[src/pifb_params.svh]
/*
  Constants for the peripheral interrupt flag and enable bank: register
  addresses, field positions and reset values.
  Assumes it is included once per file by its bare name.
*/
`ifndef PIFB_PARAMS_SVH
`define PIFB_PARAMS_SVH

`define PIFB_ADDR_W 12
`define PIFB_DATA_W 8
`define PIFB_OFF_CCP_EN 12'hF8E
`define PIFB_OFF_CCP_FLAG 12'hF8F
`define PIFB_OFF_TC_EN 12'hF91
`define PIFB_OFF_TC_FLAG 12'hF98
`define PIFB_OFF_EN_FIRST 12'hF9D
`define PIFB_OFF_EN_SECOND 12'hFA0
`define PIFB_OFF_EN_THIRD 12'hFA3
`define PIFB_RESET_BYTE 8'h00
`define PIFB_TC_IMPL_MASK 8'h3F
`define PIFB_BIT_CMP3 5
`define PIFB_BIT_PARPORT 7
`define PIFB_TC_W 6

`endif

[src/pifb_pkg.sv]
/*
  Types shared by the peripheral interrupt flag and enable bank.
  Assumes pifb_params.svh is on the include path.
*/
`include "pifb_params.svh"

package pifb_pkg;

	typedef struct packed {
		logic [`PIFB_ADDR_W-1:0] addr;
		logic [`PIFB_DATA_W-1:0] wdata;
		logic wr;
		logic rd;
	} pifb_bus_req_t;

	// One strobe per event, all on the system clock
	typedef struct packed {
		logic timer8_period_match;
		logic timer6_period_match;
		logic timer5_overflow;
		logic timer5_gate;
		logic timer1_gate;
	} pifb_tc_events_t;

	typedef struct packed {
		logic [`PIFB_DATA_W-1:0] first;
		logic [`PIFB_DATA_W-1:0] second;
		logic [`PIFB_DATA_W-1:0] third;
	} pifb_ext_flags_t;

endpackage
[src/pifb_bank.sv]
/*
  Peripheral interrupt flag registers 4 and 5 and enable registers 1 to 5,
  with the combined peripheral interrupt request toward the core.
  Assumes: register port on ref_clk with read data one cycle after the read
  strobe; event strobes and external flags from logic on ref_clk; the
  comparator three output arrives from the analog side and is synchronised.
*/
// Added by the designer: the address-and-strobe port.
`timescale 1ns/100ps
`include "pifb_params.svh"

module pifb_bank #(
	parameter bit SMALL_PACKAGE = 1'b0,
	parameter int NUM_CAPCMP = 8
) (
	input wire logic ref_clk,
	input wire logic reset,
	input pifb_pkg::pifb_bus_req_t bus_req,
	output logic [`PIFB_DATA_W-1:0] bus_rdata,
	input wire logic [NUM_CAPCMP-1:0] capcmp_event,
	input wire logic [NUM_CAPCMP-1:0] capcmp_pwm_mode,
	input wire logic comparator3_out,
	input pifb_pkg::pifb_tc_events_t tc_events,
	input pifb_pkg::pifb_ext_flags_t ext_flags,
	input wire logic global_peripheral_irq_enable,
	input wire logic priority_levels_enable,
	output logic periph_irq_pending,
	output logic periph_irq_req
);
	import pifb_pkg::*;

	function automatic logic hit(input logic [`PIFB_ADDR_W-1:0] a, input logic [`PIFB_ADDR_W-1:0] off);
		hit = (a == off);
	endfunction

	logic [`PIFB_DATA_W-1:0] ccp_group_irq_flags_q, ccp_group_irq_flags_d;
	logic [`PIFB_DATA_W-1:0] ccp_group_irq_enable_q, ccp_group_irq_enable_d;
	logic [`PIFB_DATA_W-1:0] timer_comp_irq_flags_q, timer_comp_irq_flags_d;
	logic [`PIFB_DATA_W-1:0] timer_comp_irq_enable_q, timer_comp_irq_enable_d;
	logic [`PIFB_DATA_W-1:0] periph_irq_enable_first_q, periph_irq_enable_first_d;
	logic [`PIFB_DATA_W-1:0] periph_irq_enable_second_q, periph_irq_enable_second_d;
	logic [`PIFB_DATA_W-1:0] periph_irq_enable_third_q, periph_irq_enable_third_d;
	logic [`PIFB_DATA_W-1:0] rdata_q, rdata_d;
	logic cmp3_meta_q, cmp3_sync_q, cmp3_prev_q;
	logic [2:0] cmp3_fill_q;
	logic [`PIFB_DATA_W-1:0] ccp_set, tc_set, first_mask;
	logic cmp3_change;

	// Analog output: two stages before the edge detector looks at it
	always_ff @(posedge ref_clk) begin
		if (reset) begin
			cmp3_meta_q <= 1'b0;
			cmp3_sync_q <= 1'b0;
			cmp3_prev_q <= 1'b0;
			cmp3_fill_q <= 3'h0;
		end else begin
			cmp3_meta_q <= comparator3_out;
			cmp3_sync_q <= cmp3_meta_q;
			cmp3_prev_q <= cmp3_sync_q;
			cmp3_fill_q <= {cmp3_fill_q[1:0], 1'b1};
		end
	end
	// Armed only once the pipeline holds the pin's level, so a comparator idling high
	// gives no false change after reset; a change in those first cycles is not flagged
	assign cmp3_change = (cmp3_sync_q ^ cmp3_prev_q) & cmp3_fill_q[2];

	// Event sources; capture and compare share one strobe per module
	generate
		for (genvar i = 0; i < NUM_CAPCMP; i++) begin : g_ccp
			assign ccp_set[i] = capcmp_event[i] & ~capcmp_pwm_mode[i];
		end
	endgenerate
	assign tc_set = {2'b00, cmp3_change, tc_events.timer8_period_match,
		tc_events.timer6_period_match, tc_events.timer5_overflow,
		tc_events.timer5_gate, tc_events.timer1_gate};

	// The small package has no parallel port, so its enable stays at zero
	assign first_mask = SMALL_PACKAGE ? ~(8'h01 << `PIFB_BIT_PARPORT) : 8'hFF;

	always_comb begin
		logic wr;
		wr = bus_req.wr;
		// Hardware set is ORed after the write so an event never loses to a clear
		ccp_group_irq_flags_d = ccp_group_irq_flags_q;
		if (wr && hit(bus_req.addr, `PIFB_OFF_CCP_FLAG)) begin
			ccp_group_irq_flags_d = bus_req.wdata;
		end
		ccp_group_irq_flags_d = ccp_group_irq_flags_d | ccp_set;
		timer_comp_irq_flags_d = timer_comp_irq_flags_q;
		if (wr && hit(bus_req.addr, `PIFB_OFF_TC_FLAG)) begin
			// Comparator bit may only be cleared by software, never set
			timer_comp_irq_flags_d = bus_req.wdata & `PIFB_TC_IMPL_MASK;
			timer_comp_irq_flags_d[`PIFB_BIT_CMP3] = bus_req.wdata[`PIFB_BIT_CMP3]
				& timer_comp_irq_flags_q[`PIFB_BIT_CMP3];
		end
		timer_comp_irq_flags_d = timer_comp_irq_flags_d | tc_set;
		ccp_group_irq_enable_d = ccp_group_irq_enable_q;
		if (wr && hit(bus_req.addr, `PIFB_OFF_CCP_EN)) begin
			ccp_group_irq_enable_d = bus_req.wdata;
		end
		timer_comp_irq_enable_d = timer_comp_irq_enable_q;
		if (wr && hit(bus_req.addr, `PIFB_OFF_TC_EN)) begin
			timer_comp_irq_enable_d = bus_req.wdata & `PIFB_TC_IMPL_MASK;
		end
		periph_irq_enable_first_d = periph_irq_enable_first_q;
		if (wr && hit(bus_req.addr, `PIFB_OFF_EN_FIRST)) begin
			periph_irq_enable_first_d = bus_req.wdata & first_mask;
		end
		periph_irq_enable_second_d = periph_irq_enable_second_q;
		if (wr && hit(bus_req.addr, `PIFB_OFF_EN_SECOND)) begin
			periph_irq_enable_second_d = bus_req.wdata;
		end
		periph_irq_enable_third_d = periph_irq_enable_third_q;
		if (wr && hit(bus_req.addr, `PIFB_OFF_EN_THIRD)) begin
			periph_irq_enable_third_d = bus_req.wdata;
		end
		// Read answer; unmapped addresses and idle cycles return zero
		rdata_d = `PIFB_RESET_BYTE;
		if (bus_req.rd) begin
			case (bus_req.addr)
				`PIFB_OFF_CCP_FLAG: rdata_d = ccp_group_irq_flags_q;
				`PIFB_OFF_CCP_EN: rdata_d = ccp_group_irq_enable_q;
				`PIFB_OFF_TC_FLAG: rdata_d = timer_comp_irq_flags_q & `PIFB_TC_IMPL_MASK;
				`PIFB_OFF_TC_EN: rdata_d = timer_comp_irq_enable_q & `PIFB_TC_IMPL_MASK;
				`PIFB_OFF_EN_FIRST: rdata_d = periph_irq_enable_first_q;
				`PIFB_OFF_EN_SECOND: rdata_d = periph_irq_enable_second_q;
				`PIFB_OFF_EN_THIRD: rdata_d = periph_irq_enable_third_q;
				default: rdata_d = `PIFB_RESET_BYTE;
			endcase
		end
	end

	always_ff @(posedge ref_clk) begin
		if (reset) begin
			ccp_group_irq_flags_q <= `PIFB_RESET_BYTE;
			ccp_group_irq_enable_q <= `PIFB_RESET_BYTE;
			timer_comp_irq_flags_q <= `PIFB_RESET_BYTE;
			timer_comp_irq_enable_q <= `PIFB_RESET_BYTE;
			periph_irq_enable_first_q <= `PIFB_RESET_BYTE;
			periph_irq_enable_second_q <= `PIFB_RESET_BYTE;
			periph_irq_enable_third_q <= `PIFB_RESET_BYTE;
			rdata_q <= `PIFB_RESET_BYTE;
		end else begin
			ccp_group_irq_flags_q <= ccp_group_irq_flags_d;
			ccp_group_irq_enable_q <= ccp_group_irq_enable_d;
			timer_comp_irq_flags_q <= timer_comp_irq_flags_d;
			timer_comp_irq_enable_q <= timer_comp_irq_enable_d;
			periph_irq_enable_first_q <= periph_irq_enable_first_d;
			periph_irq_enable_second_q <= periph_irq_enable_second_d;
			periph_irq_enable_third_q <= periph_irq_enable_third_d;
			rdata_q <= rdata_d;
		end
	end

	assign bus_rdata = rdata_q;

	// Flags of registers 1 to 3 live in their peripherals and only get masked here
	assign periph_irq_pending = |(ccp_group_irq_flags_q & ccp_group_irq_enable_q)
		| |(timer_comp_irq_flags_q & timer_comp_irq_enable_q)
		| |(ext_flags.first & periph_irq_enable_first_q)
		| |(ext_flags.second & periph_irq_enable_second_q)
		| |(ext_flags.third & periph_irq_enable_third_q);
	// With priority levels on, the priority logic downstream does the gating
	assign periph_irq_req = periph_irq_pending & (priority_levels_enable | global_peripheral_irq_enable);

endmodule

[config.mk]
export PLATFORM = sky130hd
export DESIGN_NAME = pifb_bank
export DESIGN_NICKNAME = d
export VERILOG_FILES = /design/src/pifb_pkg.sv /design/src/pifb_bank.sv
export VERILOG_INCLUDE_DIRS = /design/src /design/src/src
export SDC_FILE = /design/constraint.sdc
export NUM_CORES = 1
export LEC_CHECK = 0
export BUFFER_PORTS_ARGS = -buffer_cell sky130_fd_sc_hd__buf_2
export CAP_MARGIN = 20
export CORE_ASPECT_RATIO = 2
export CORE_MARGIN = 5
export CORE_UTILIZATION = 50
export DETAILED_ROUTE_END_ITERATION = 10
export HOLD_SLACK_MARGIN = 0.05
export PLACE_DENSITY = 0.8
export SYNTH_ARGS = -nofsm -noshare
export SYNTH_HDL_FRONTEND = slang
export SYNTH_SLANG_ARGS = --single-unit
[constraint.sdc]
create_clock -name ref_clk -period 1.9 [get_ports ref_clk]
set_clock_uncertainty 0.05 [all_clocks]
set_input_delay 0.38 -clock ref_clk [delete_from_list [all_inputs] [get_ports ref_clk]]
set_output_delay 0.38 -clock ref_clk [all_outputs]
set_load 0.01 [all_outputs]
==> reports/metrics.cfg <==
[die]
core_area_sq_mm = 0.00596
rows = 40
die-area_sq_mm = 0.00786
fp.dieW_microns = 65.2
ios = 82
die_h_microns = 120
initial_core_util_pct = 51.2

[timing]
slew_viol_final = 0
relSlewSlack_pct = 60.3
rsz0062_at_grt = yes
min_period_ns = 2.27
setup_tns_ns = -0.653
timing.hold.ws_ns = 0.210
fmax_ghz = 0.440
finalSetupViolCount = 2
worst_slack_ns = -0.371
tightestPinTransition_ns = 0.595
period_share_pct = 120
hold_viol = 0

[worst_hold_path]
holdPathEnd = cmp3_meta_q
hold_start = comparator3_out
hold_depth = 2
hp-class = in -> reg

[placement]
place_ws_ns = -0.238
place.gp.congestion = 0.910
place_area_sq_mm = 0.00376
hpwl_microns = 7590
io_buffers = 81

[power_and_ir_drop]
power_leakage_nw = 1.64
peakVddDrop_mv = 0.719
p_per_area_mw_per_mm2 = 797

[synth]
synth_ff_type = dfxtp_1
syn_area_per_cell_sq_um = 8.52
yosys_warnings = 0
synth.distinct_cells = 42
syn_inst = 358
synth_fp_nets = 430
ys_seq_area_share_pct = 43.3
ys_async_sr_fraction_pct = 0
syn_area_sq_mm = 0.00305
ys_ff_latch = 66
synth_edf_count = 0

[clock_tree]
clock-root-buffer = clkbuf_16
cts.path.max_buffers = 2
cts_max_level = 3
cts_tree = built
cts.sinks = 66
numCtsBuffers = 9
postCtsHoldBufs = 0
clkTransAtPathRegs_ns = 0.05
clock_latency_ns = 0.34

[finish]
final_area_sq_mm = 0.00408
syn2layout_area_growth_pct = 33.9
drive_gt1_share_pct = 34.0
register_area_sq_mm = 0.00133
nets = 544
fin_util_pct = 68.6
multi_input_area_sq_mm = 0.00162
num-fill-cells = 489
antenna_cells = 0

[global_route]
grt_pass1_vias = 3342
grt_pass1_wl_microns = 16100
grt_start_max_net_pins = 58
track_usage_pct = 27.1
overflow = 0
grt_antenna_before_repair = 0

[critical_path]
worstPathRequired_ns = 1.47
cp_cell_sequence = a22oi_2 -> nand4_1 -> nor4_1 -> buf_4 -> nand4_1 -> o21a_1 -> buf_2
cp.buffers_inverters = 2
crit_arrival_ns = 1.84
r2r_end = bus_rdata[2]
path_common_cell = nand4_1
cp_top_family = simple AND/OR/NAND/NOR gates
rrSetupSlack_ns = 0.59
critPathMaxFanout = 3
crit_type = reg -> out
end_kind = output port
crit_path_top_delay_cell = dfxtp_2
start_kind = register
slowest_delay_ns = 0.33
reg2reg_depth = 5
r2r-start = periph_irq_enable_second_q[2]

[routing]
drt_pass1_iterations = 5
vias_per_cell = 6.19
vias = 3342
avgRoutedWirePerCell_microns = 18.9
first_iter_violations = 250
drc = 0
postRouteAntennaNets = 0
wirelength_microns = 10200

[outcome]
status = finished with violations
violations = setup timing

[run]
cap_viol_max_count = 0

==> kinds of logic after synthesis <==
logic type      Yosys count  share of synthesized area, %
compound gates          104                          22.0
xor+xnor                  2                         0.574
buf+inv                  25                          4.72
mux                      12                          4.18
simple gates            149                          25.2
flops                    66                          43.3
==> what timing repair did <==
item,in CTS,in global routing
pin swaps,4,3
buffers inserted,1,0
resized for setup,8,1
endpoints found under the setup margin,2,2
==> per-layer routing <==
metal	GRT usage (%)	up-vias	share of wire [%]
met2	45.6	194	51
met4	21.3	0	7.5
met1	28.0	1562	34
met5	0	-	0
met3	5.95	52	7.4
li1	-	1534	-
==> flip-flops by register name (all words and copies together), names as in the netlist <==
name and count:
bus_rdata 8, ccp_group_irq_enable_q 8, ccp_group_irq_flags_q 8, cmp3_fill_q 3, cmp3_meta_q 1, cmp3_prev_q 1
cmp3_sync_q 1, periph_irq_enable_first_q 8, periph_irq_enable_second_q 8, periph_irq_enable_third_q 8, timer_comp_irq_enable_q 6, timer_comp_irq_flags_q 6
==> worst register-to-register path: cells and delay by family (launching register included) <==
family | cells | cell delay, ns
AO/OA/AOI/OAI | 3 | 0.59
flip-flops | 1 | 0.32
buffers and inverters | 1 | 0.13
AND/OR/NAND/NOR | 1 | 0.09
==> cells in the final DEF (no fill, tap or decap), types with 6 or more instances in the layout <==
| cell | count |
|---|---|
| mux2_2 | 6 |
| a22oi_1 | 21 |
| a31oi_1 | 13 |
| buf_2 | 81 |
| a222oi_1 | 6 |
| nor2_1 | 12 |
| buf_4 | 42 |
| dfxtp_1 | 63 |
| mux2i_1 | 6 |
| nand3_1 | 20 |
| nand2b_1 | 9 |
| a21oi_1 | 46 |
| clkbuf_16 | 9 |
| nand4_1 | 6 |
| nand2_1 | 76 |
| a22oi_2 | 6 |
==> per-stage QoR <==
step	cells	total power, mW
after floorplan	358	1.56
after global placement	523	1.70
after detailed placement	523	1.71
after CTS	540	3.26
after global routing	540	3.34
final	540	3.25
==> worst max path at each step <==
| stage | start | endpoint | slack, ns | cells past startpoint |
|---|---|---|---|---|
| final | periph_irq_enable_third_q[1] | periph_irq_req | -0.37 | 7 |
| after CTS | ccp_group_irq_flags_q[4] | periph_irq_req | -0.34 | 7 |
| after global routing | periph_irq_enable_third_q[1] | periph_irq_req | -0.45 | 7 |
| after floorplan | ext_flags[14] | periph_irq_req | 0.19 | 5 |
| after global placement | ext_flags[14] | periph_irq_req | -0.23 | 8 |
| after detailed placement | ext_flags[14] | periph_irq_req | -0.24 | 8 |
==> cell usage after synthesis (2+ instances only) <==
library cell  count  share of area (%)
a22oi_1          27                6.6
nand3_1          20                3.3
mux2i_1           6                2.0
nand2b_1          9                1.8
inv_1             3               0.37
a22o_1            5                1.4
clkbuf_1          8               0.98
and2_1            3               0.62
nand2_1          76                9.4
mux2_2            6                2.2
nand3b_1          2               0.49
nor2b_1           5                1.0
and3_1            3               0.62
buf_4             3               0.74
buf_2             7                1.1
a31oi_1          13                2.7
a21oi_1          46                7.5
dfxtp_1          66                 43
buf_6             4                1.5
nand4_1           6                1.2
a222oi_1          6                2.0
a221oi_1          3               0.86
nor2_1           12                1.5
==> final cells by class <==
cell class | count | area share (%)
clock buffers | 14 | 6.71
clock inverters | 2 | 0.245
inverters | 3 | 0.276
multi-input cells | 267 | 39.8
flip-flops and latches | 66 | 32.4
well taps | 63 | 1.93
repair buffers | 125 | 18.6
==> power by group <==
| part | total [mW] | leakage, nW | switching [mW] | internal, mW |
|---|---|---|---|---|
| Combinational | 0.261 | 0.963 | 0.141 | 0.120 |
| Sequential | 1.43 | 0.538 | 0.0165 | 1.41 |
| Clock | 1.56 | 0.143 | 0.580 | 0.985 |
No activity file was read; power rests on OpenSTA's default activity.
